`src/hdl/hsptr_pkg.sv`:
```
package hsptr_pkg;
    // register indices on the 8-bit cpu data bus
    localparam logic [3:0] ADDR_CNT_LO   = 4'h0; // counter_low_byte
    localparam logic [3:0] ADDR_HIGH     = 4'h1; // shared_high_bits_staging
    localparam logic [3:0] ADDR_CMP_A    = 4'h2; // compare_a_value
    localparam logic [3:0] ADDR_CMP_B    = 4'h3; // compare_b_value
    localparam logic [3:0] ADDR_PERIOD   = 4'h4; // period_top_value
    localparam logic [3:0] ADDR_CMP_D    = 4'h5; // compare_d_value
    localparam logic [3:0] ADDR_MASK     = 4'h6; // timer_interrupt_mask
    localparam logic [3:0] ADDR_FLAGS    = 4'h7; // timer_interrupt_flags
    localparam logic [3:0] ADDR_DEAD     = 4'h8; // dead_time_setting
    localparam logic [3:0] ADDR_OVERRIDE = 4'h9; // pin_override_en_bit group

    // event index: 0 = a, 1 = b, 2 = d, 3 = overflow
    localparam int          NUM_CH   = 3;
    localparam int          NUM_EVT  = 4;
    localparam int          EVT_OVF  = 3;
    // bit positions in mask and flag bytes, by event index
    localparam int          FLG_POS [NUM_EVT] = '{6, 5, 7, 2};

    // staging byte fields
    localparam int          HS_EXTRA_MSB = 2; // enhanced_extra_msb
    localparam logic [7:0]  HS_RSVD_MASK = 8'hf8;

    // dead time nibble positions
    localparam int          DT_TRUE_LSB  = 4;
    localparam int          DT_COMPL_LSB = 0;

    // reset values and period floor
    localparam logic [9:0]  CNT_RST      = 10'h000;
    localparam logic [10:0] CMP_RST      = 11'h000;
    localparam logic [9:0]  PERIOD_RST   = 10'h3ff;
    localparam logic [9:0]  PERIOD_MIN   = 10'h003;
    localparam logic [7:0]  DEAD_RST     = 8'h00;

    // counter write landing delay, cpu clock at 10 ns
    localparam int          CPU_CLK_PERIOD_NS   = 10;
    localparam int          WR_DLY_SYNC_HALVES  = 3; // one and a half cpu clocks
    localparam logic [1:0]  WR_DLY_SYNC_CYC     = 2'((WR_DLY_SYNC_HALVES + 1) / 2);
    localparam logic [1:0]  WR_DLY_ASYNC_CYC    = 2'h1;
endpackage

```
`src/hdl/hsptr_deadtime.sv`:
```
`timescale 1ns/10ps
// complementary output pair with independent dead times
module hsptr_deadtime (
    input  wire logic       clk,
    input  wire logic       rst,
    input  wire logic       tick,
    input  wire logic       wave_in,
    input  wire logic [3:0] dt_true,
    input  wire logic [3:0] dt_compl,
    output logic            true_out,
    output logic            compl_out
);
    logic       wave_d_r; // last seen waveform
    logic [3:0] dly_r;    // remaining dead time in prescaled ticks

    // both outputs off during dead time, then follow the waveform
    always_ff @(posedge clk) begin
        if (rst) begin
            wave_d_r  <= 1'b0;
            dly_r     <= 4'h0;
            true_out  <= 1'b0;
            compl_out <= 1'b0;
        end else begin
            wave_d_r <= wave_in;
            if (wave_in != wave_d_r) begin
                // edge: drop both, load the delay for the rising side
                true_out  <= 1'b0;
                compl_out <= 1'b0;
                dly_r     <= wave_in ? dt_true : dt_compl;
            end else if (dly_r != 4'h0) begin
                // count down in prescaled clocks
                if (tick) begin
                    dly_r <= dly_r - 4'h1;
                end
            end else begin
                true_out  <= wave_in;
                compl_out <= ~wave_in;
            end
        end
    end
endmodule

```
`src/hdl/hsptr_top.sv`:
```
`timescale 1ns/10ps
// Functional notes
// - six-channel mode: override bit picks waveform or port
// - ten-bit up/down counter, software readable and writable
// - counter write lands after sync delay
// - counter write restarts counting upward
// - one shared staging byte holds bits nine, eight
// - staging bit two is extra enhanced msb
// - staging bits seven to three read zero
// - match only when counter counts onto value
// - match sets channel flag after sync delay
// - normal/fast: period register clears counter on match
// - period writes below three store three
// - compare irq needs enable, global bit, flag
// - overflow irq needs enable, global bit, flag
// - flags clear on vector or written one
// - normal/fast: overflow flag when top wraps
// - dual slope: overflow flag when zero loads
// - dead time nibbles: upper true, lower complementary
// - low bytes alone give plain 8-bit timer
module hsptr_top (
    input  wire logic                     clk,
    input  wire logic                     rst,
    input  wire logic [3:0]               cpu_addr,
    input  wire logic                     cpu_wr,
    input  wire logic                     cpu_rd,
    input  wire logic [7:0]               cpu_wdata,
    output logic      [7:0]               cpu_rdata,
    input  wire logic                     cpu_status_word_ibit,
    input  wire logic [hsptr_pkg::NUM_EVT-1:0] vec_done,
    input  wire logic                     timer_tick,
    input  wire logic                     pwm_enable,
    input  wire logic [1:0]               wgm_mode,
    input  wire logic                     enhanced_mode,
    input  wire logic                     async_clocking,
    input  wire logic [5:0]               port_value,
    output logic      [5:0]               pin_out,
    output logic      [hsptr_pkg::NUM_EVT-1:0] irq_req
);
    import hsptr_pkg::*;

    logic [9:0]         cnt_r;       // count_value
    logic               dir_down_r;  // counting direction
    logic               moved_r;     // counter changed by counting last edge
    logic [2:0]         hs_r;        // high_bits_staging
    logic [10:0]        cmp_r [NUM_CH]; // cmp_a/b/d_value
    logic [9:0]         period_r;    // period_value
    logic [7:0]         dead_r;      // dead_time_true_out / compl_out
    logic [5:0]         ovr_r;       // pin_override_en_bit
    logic [NUM_EVT-1:0] mask_r;      // irq enables
    logic [NUM_EVT-1:0] flag_r;      // event flags
    logic [NUM_EVT-1:0] clr_pend_r;  // written-one clears, one cycle late
    logic [NUM_EVT-1:0] set_evt;     // hardware set per event
    logic [NUM_CH-1:0]  match;       // counted-onto compare match
    logic [NUM_CH-1:0]  match_d_r;   // match after sync stage
    logic [NUM_CH-1:0]  wave_r;      // waveform per channel
    logic [5:0]         pair_w;      // dead time pair outputs
    logic [1:0]         pend_cnt_r;  // counter write countdown
    logic [9:0]         pend_val_r;  // counter write value
    logic               land;        // counter write lands now
    logic               wrap_now;    // overflow event this edge
    logic               phase_mode;  // dual slope
    logic               six_mode;    // six_channel_mode
    logic [9:0]         period_wr;   // assembled period write
    logic [7:0]         mask_byte;   // mask readback
    logic [7:0]         flag_byte;   // flag readback

    // mode decode
    assign phase_mode = pwm_enable & wgm_mode[0];
    assign six_mode   = pwm_enable & wgm_mode[1];
    assign land       = (pend_cnt_r == 2'h1);

    // overflow: wrap at top, or zero clocked in when counting down
    always_comb begin
        wrap_now = 1'b0;
        if (timer_tick && !land) begin
            if (!phase_mode) begin
                wrap_now = (cnt_r >= period_r);
            end else begin
                wrap_now = dir_down_r && (cnt_r <= 10'h001);
            end
        end
    end

    // counter write staging: lands after the cpu sync delay
    always_ff @(posedge clk) begin
        if (rst) begin
            pend_cnt_r <= 2'h0;
            pend_val_r <= CNT_RST;
        end else if (cpu_wr && cpu_addr == ADDR_CNT_LO) begin
            // high bits come from staging, written first
            pend_val_r <= {hs_r[1:0], cpu_wdata};
            pend_cnt_r <= async_clocking ? WR_DLY_ASYNC_CYC : WR_DLY_SYNC_CYC;
        end else if (pend_cnt_r != 2'h0) begin
            pend_cnt_r <= pend_cnt_r - 2'h1;
        end
    end

    // up/down counter
    always_ff @(posedge clk) begin
        if (rst) begin
            cnt_r      <= CNT_RST;
            dir_down_r <= 1'b0;
            moved_r    <= 1'b0;
        end else begin
            moved_r <= 1'b0;
            if (land) begin
                // software value, direction forced up
                cnt_r      <= pend_val_r;
                dir_down_r <= 1'b0;
            end else if (timer_tick) begin
                moved_r <= 1'b1;
                if (!phase_mode) begin
                    // single slope: clear on period match
                    dir_down_r <= 1'b0;
                    if (cnt_r >= period_r) begin
                        cnt_r <= 10'h000;
                    end else begin
                        cnt_r <= cnt_r + 10'h001;
                    end
                end else if (!dir_down_r) begin
                    // dual slope rising: turn round at period
                    if (cnt_r >= period_r) begin
                        dir_down_r <= 1'b1;
                        cnt_r      <= cnt_r - 10'h001;
                    end else begin
                        cnt_r <= cnt_r + 10'h001;
                    end
                end else begin
                    // dual slope falling: turn round at bottom
                    if (cnt_r <= 10'h001) begin
                        cnt_r      <= 10'h000;
                        dir_down_r <= 1'b0;
                    end else begin
                        cnt_r <= cnt_r - 10'h001;
                    end
                end
            end
        end
    end

    // shared staging byte: cpu writes, low-byte reads latch high bits
    always_ff @(posedge clk) begin
        if (rst) begin
            hs_r <= 3'h0;
        end else if (cpu_wr && cpu_addr == ADDR_HIGH) begin
            hs_r <= cpu_wdata[2:0];
        end else if (cpu_rd) begin
            // read low first, then high holds the rest
            unique case (cpu_addr)
                ADDR_CNT_LO: hs_r <= {1'b0, cnt_r[9:8]};
                ADDR_CMP_A:  hs_r <= cmp_r[0][10:8];
                ADDR_CMP_B:  hs_r <= cmp_r[1][10:8];
                ADDR_CMP_D:  hs_r <= cmp_r[2][10:8];
                ADDR_PERIOD: hs_r <= {1'b0, period_r[9:8]};
                default:     hs_r <= hs_r;
            endcase
        end
    end

    // period write with floor of three
    assign period_wr = {hs_r[1:0], cpu_wdata};

    // period, dead time and override registers
    always_ff @(posedge clk) begin
        if (rst) begin
            period_r <= PERIOD_RST;
            dead_r   <= DEAD_RST;
            ovr_r    <= 6'h00;
        end else if (cpu_wr) begin
            if (cpu_addr == ADDR_PERIOD) begin
                period_r <= (period_wr < PERIOD_MIN) ? PERIOD_MIN : period_wr;
            end
            if (cpu_addr == ADDR_DEAD) begin
                dead_r <= cpu_wdata;
            end
            if (cpu_addr == ADDR_OVERRIDE) begin
                ovr_r <= cpu_wdata[5:0];
            end
        end
    end

    // interrupt enable bits at their byte positions
    always_ff @(posedge clk) begin
        if (rst) begin
            mask_r <= '0;
        end else if (cpu_wr && cpu_addr == ADDR_MASK) begin
            for (int i = 0; i < NUM_EVT; i++) begin
                mask_r[i] <= cpu_wdata[FLG_POS[i]];
            end
        end
    end

    // per channel compare, match, waveform and dead time
    genvar ch;
    generate
        for (ch = 0; ch < NUM_CH; ch++) begin : g_ch
            logic [3:0] cmp_addr;
            logic [9:0] cmp_eff;
            assign cmp_addr = (ch == 0) ? ADDR_CMP_A : (ch == 1) ? ADDR_CMP_B : ADDR_CMP_D;
            // enhanced mode compares the upper ten of eleven bits
            assign cmp_eff  = enhanced_mode ? cmp_r[ch][10:1] : cmp_r[ch][9:0];
            // only a counting step can produce a match
            assign match[ch] = moved_r && (cnt_r == cmp_eff);

            // compare value, both parts transferred on low write
            always_ff @(posedge clk) begin
                if (rst) begin
                    cmp_r[ch] <= CMP_RST;
                end else if (cpu_wr && cpu_addr == cmp_addr) begin
                    cmp_r[ch] <= {hs_r, cpu_wdata};
                end
            end

            // sync stage between match and flag
            always_ff @(posedge clk) begin
                if (rst) begin
                    match_d_r[ch] <= 1'b0;
                end else begin
                    match_d_r[ch] <= match[ch];
                end
            end
            assign set_evt[ch] = match_d_r[ch];

            // waveform: set at bottom, cleared on match; dual slope by direction
            always_ff @(posedge clk) begin
                if (rst) begin
                    wave_r[ch] <= 1'b0;
                end else if (match[ch]) begin
                    wave_r[ch] <= phase_mode ? dir_down_r : 1'b0;
                end else if (!phase_mode && moved_r && cnt_r == 10'h000) begin
                    wave_r[ch] <= 1'b1;
                end
            end

            hsptr_deadtime u_dt (
                .clk       (clk),
                .rst       (rst),
                .tick      (timer_tick),
                .wave_in   (wave_r[ch]),
                .dt_true   (dead_r[DT_TRUE_LSB +: 4]),
                .dt_compl  (dead_r[DT_COMPL_LSB +: 4]),
                .true_out  (pair_w[2*ch]),
                .compl_out (pair_w[2*ch+1])
            );
        end
    endgenerate
    assign set_evt[EVT_OVF] = wrap_now;

    // flags: hardware set wins over vector and written-one clears
    always_ff @(posedge clk) begin
        if (rst) begin
            flag_r     <= '0;
            clr_pend_r <= '0;
        end else begin
            for (int i = 0; i < NUM_EVT; i++) begin
                clr_pend_r[i] <= cpu_wr && cpu_addr == ADDR_FLAGS && cpu_wdata[FLG_POS[i]];
                if (set_evt[i]) begin
                    flag_r[i] <= 1'b1;
                end else if (clr_pend_r[i] || vec_done[i]) begin
                    flag_r[i] <= 1'b0;
                end
            end
        end
    end

    // interrupt requests
    always_ff @(posedge clk) begin
        if (rst) begin
            irq_req <= '0;
        end else begin
            irq_req <= flag_r & mask_r & {NUM_EVT{cpu_status_word_ibit}};
        end
    end

    // pin drive: in six-channel mode override bits select waveform or port value
    always_ff @(posedge clk) begin
        if (rst) begin
            pin_out <= 6'h00;
        end else begin
            for (int k = 0; k < 6; k++) begin
                if (six_mode) begin
                    pin_out[k] <= ovr_r[k] ? pair_w[k] : port_value[k];
                end else begin
                    pin_out[k] <= pair_w[k];
                end
            end
        end
    end

    // readback bytes for mask and flags
    always_comb begin
        mask_byte = 8'h00;
        flag_byte = 8'h00;
        for (int i = 0; i < NUM_EVT; i++) begin
            mask_byte[FLG_POS[i]] = mask_r[i];
            flag_byte[FLG_POS[i]] = flag_r[i];
        end
    end

    // registered read data
    always_ff @(posedge clk) begin
        if (rst) begin
            cpu_rdata <= 8'h00;
        end else if (cpu_rd) begin
            unique case (cpu_addr)
                ADDR_CNT_LO:   cpu_rdata <= cnt_r[7:0];
                ADDR_HIGH:     cpu_rdata <= {5'h00, hs_r};
                ADDR_CMP_A:    cpu_rdata <= cmp_r[0][7:0];
                ADDR_CMP_B:    cpu_rdata <= cmp_r[1][7:0];
                ADDR_PERIOD:   cpu_rdata <= period_r[7:0];
                ADDR_CMP_D:    cpu_rdata <= cmp_r[2][7:0];
                ADDR_MASK:     cpu_rdata <= mask_byte;
                ADDR_FLAGS:    cpu_rdata <= flag_byte;
                ADDR_DEAD:     cpu_rdata <= dead_r;
                ADDR_OVERRIDE: cpu_rdata <= {2'h0, ovr_r};
                default:       cpu_rdata <= 8'h00;
            endcase
        end
    end
endmodule

```
`config.mk`:
```
export PLATFORM = sky130hd
export DESIGN_NAME = hsptr_top
export DESIGN_NICKNAME = d
export VERILOG_FILES = /design/src/hdl/hsptr_pkg.sv /design/src/hdl/hsptr_deadtime.sv /design/src/hdl/hsptr_top.sv
export SDC_FILE = /design/constraint.sdc
export NUM_CORES = 1
export LEC_CHECK = 0
export ABC_AREA = 1
export BUFFER_PORTS_ARGS = -buffer_cell sky130_fd_sc_hd__clkbuf_2
export CAP_MARGIN = 20
export CORE_MARGIN = 10
export CORE_UTILIZATION = 40
export CTS_BUF_LIST = sky130_fd_sc_hd__clkbuf_16
export DETAILED_ROUTE_END_ITERATION = 10
export REMOVE_ABC_BUFFERS = 1
export SYNTH_ARGS = -nofsm -noshare
export SYNTH_HDL_FRONTEND = slang
export SYNTH_SLANG_ARGS = --single-unit
```
`constraint.sdc`:
```
create_clock -name clk -period 2.32 [get_ports clk]
set_clock_uncertainty 0.05 [all_clocks]
set_input_delay 0.348 -clock clk [delete_from_list [all_inputs] [get_ports clk]]
set_output_delay 0.348 -clock clk [all_outputs]
set_load 0.01 [all_outputs]
```
==> flow_summary_export.csv <==
group,metric,value,unit
status,status,"complete, no violations",
yosys,synth_top_family_by_area,"simple AND/OR/NAND/NOR gates",
timing,finalMaxSlewViolations,0,
min_path,holdPathStages,4,
clock_network,cts_sinks,141,
power_and_ir_drop,switchingPower,2.56,mW
cells_and_area,final_common_cell,"nand2_1",
yosys,synth_mux_area_frac,0,
clock_network,clockBufferDepth,2,
yosys,yosysSeqAreaShare,0.400,
clock_network,cts_hold_buf,0,
clock_network,clockRootBuffer,"clkbuf_16",
setup_path,required,2590,ps
place,portBuffers,50,
setup_path,r2r_cells,9,
power_and_ir_drop,pwr-share-comb,0.245,
power_and_ir_drop,switching_share,0.348,
yosys,ys_types,45,
global_route,grt_usage,0.210,
timing,max_freq,484,MHz
timing,worstMarginPinSlew,558,ps
setup_path,crit_path_end_kind,"register",
job,drv_cap,0,
setup_path,crit_type,"reg -> reg",
yosys,synth_ff_type,"dfxtp_1",
power_and_ir_drop,pwr-share-clk,0.356,
clock_network,clk_transition_reported_paths,70,ps
power_and_ir_drop,worst_ir_drop_vdd,0.525,mV
clock_network,cts_made_buffers,17,
global_route,grt-ovfl-total,0,
die,fp.dieH,160,µm
timing,setup_tns,0,ps
global_route,antenna_found_initial,1,
detailed_routing,routedWlPerCell,18.8,µm
detailed_routing,drt_iter0_drc,776,
die,num_rows,51,
clock_network,cts_tree,"done",
cells_and_area,nets,1224,
cells_and_area,fillers,2016,
detailed_routing,viasPerCell,5.31,
setup_path,critical_path_arrival,2340,ps
clock_network,ctsHtreeMaxLevel,4,
power_and_ir_drop,finalPower,7.37,mW
detailed_routing,totalWireLength,27200,µm
setup_path,critPathLaunchType,"register",
detailed_routing,drt_pre_antenna_iters,5,
yosys,postSynthCellCount,1107,
yosys,synth_xor_area_frac,0.0299,
global_route,grt_first_pass_wirelength,42500,µm
min_path,hold_path.class,"in -> reg",
setup_path,crit_fanout,8,
timing,rsz0062_at_grt,"no",
timing,timing.slew.headroom,0.625,
timing,setup_viol,0,
yosys,avgSynthCellArea,7.11,µm²
yosys,ys_async_sr_fraction,0,
yosys,synth_edf_count,33,
yosys,synth_area,7880,µm²
yosys,yosys.area_share.simple,0.261,
global_route,grt_start_max_net_pins,57,
yosys,synth_compound_area_frac,0.178,
yosys,synth_adder_area_share,0.0350,
die,start_util,0.406,
place,dp_hpwl,20900,µm
power_and_ir_drop,p_leak,3.94,nW
clock_network,postCtsSetupBuffers,0,
cells_and_area,layout-drive-gt1-share,0.119,
timing,period_needed,2070,ps
die,core_area,19400,µm²
yosys,ys.warnings.count,0,
timing,period_share,0.891,
die,die_area,25700,µm²
place,place_congestion,1.03,
timing,hold_violations,0,
detailed_routing,ant_nets,0,
yosys,ys_ff_latch,141,
detailed_routing,remaining_drc_errors,0,
power_and_ir_drop,power.internal,4.81,mW
clock_network,clock_latency,430,ps
detailed_routing,vias,7685,
die,dieWidth,160,µm
die,io_pins,51,
power_and_ir_drop,cellPowerDensity,815,nW/µm²
power_and_ir_drop,seq_power_share,0.399,
clock_network,ctsResizeCount,0,
cells_and_area,final_cell_mix,"244 x nand2_1, 137 x inv_1, 120 x nor2_1, 108 x dfxtp_1, 81 x a21oi_1",
cells_and_area,area.growth.synth_to_final,14.9,%
global_route,grt_pass1_vias,7371,
-- logic make-up (layout without fill, tap and decap cells) --
family	count (synthesis)	count (layout)
compound gates	246	246
xor+xnor	26	26
fa+ha+maj	22	22
buf+inv	186	261
flops	141	141
other cells	0	1
simple gates	486	486
-- synthesized netlist by cell type (all sizes together) (17+ instances only) --
| cell | n | share of area |
|---|---|---|
| a21oi | 82 | 0.053 |
| buf | 23 | 0.019 |
| dfxtp | 108 | 0.27 |
| edfxtp | 33 | 0.13 |
| ha | 22 | 0.035 |
| inv | 146 | 0.070 |
| nand2 | 250 | 0.12 |
| nand3 | 49 | 0.031 |
| nor2 | 126 | 0.063 |
| nor3 | 32 | 0.021 |
| o211ai | 17 | 0.016 |
| o21ai | 81 | 0.052 |
| o22ai | 37 | 0.029 |
| xor2 | 25 | 0.029 |
-- registers in the layout, summed over array words and instances, names as in the netlist, 4 cells and up --
signal and flops:
cpu_rdata 8, pend_val_r 10, clr_pend_r 4, dead_r 8, irq_req 4, g_ch.u_dt.dly_r 12
pin_out 6, cnt_r 10, ovr_r 6, period_r 10, cmp_r 33, mask_r 4
flag_r 4
-- worst max-delay path, cell delays in order, from the launching register on --
cell     delay (ps)
dfxtp_1         590
ha_1            310
nand2_1          60
nor2_1           50
nand2_1         150
nand4_1         190
nand2_1         280
o22ai_1         120
nand2_1         110
nand2_1          60
-- layer usage --
| metal | vias to the layer above | wire length, µm | GRT usage |
|---|---|---|---|
| met3 | 55 | 1670 | 0.0366 |
| met4 | 0 | 923 | 0.0885 |
| met5 | - | 0 | 0 |
| met2 | 294 | 12400 | 0.332 |
| li1 | 3791 | - | - |
| met1 | 3545 | 12200 | 0.278 |
-- final timing paths --
kind	slack [ps]	startpoint	to
worst max-delay path	250	cnt_r[6]$_SDFFE_PP0P_	cnt_r[3]$_SDFFE_PP0P_
worst min-delay path	130	vec_done[2]	flag_r[2]$_SDFFE_PP0P_
worst max register to register	250	cnt_r[6]$_SDFFE_PP0P_	cnt_r[3]$_SDFFE_PP0P_
worst min register to register	390	match_d_r[0]$_SDFF_PP0_	flag_r[0]$_SDFFE_PP0P_
-- stage by stage --
stage	setup WS, ps	instance area, µm²	hold WS (ps)	utilization	cells
after floorplan	175	7680	366	-	1073
after global placement	294	8490	382	0.438	1415
after detailed placement	291	8490	389	0.438	1415
after CTS	264	9050	124	0.466	1447
after global routing	64.2	9050	148	0.466	1448
final	252	9050	131	0.466	1448
-- cell type report --
class / instances / area (µm²) / share of cell area
well taps: 265 / 332 / 0.0366
clock inverters: 15 / 126 / 0.0140
clock buffers: 17 / 425 / 0.0470
diodes: 1 / 2.50 / 0.000277
inverters: 152 / 571 / 0.0631
multi-input cells: 780 / 3960 / 0.438
repair buffers: 77 / 478 / 0.0528
flip-flops and latches: 141 / 3150 / 0.348
-- power groups by stage --
stage               clock, mW  combinational, mW  sequential [mW]
floorplan                   0               1.27             2.93
global placement            0               1.78             2.98
detailed placement          0               1.78             2.98
CTS                      2.65               1.79             2.93
global route             2.74               2.07             2.97
finish                   2.63               1.81             2.94
(Power assumes the default switching activity.)
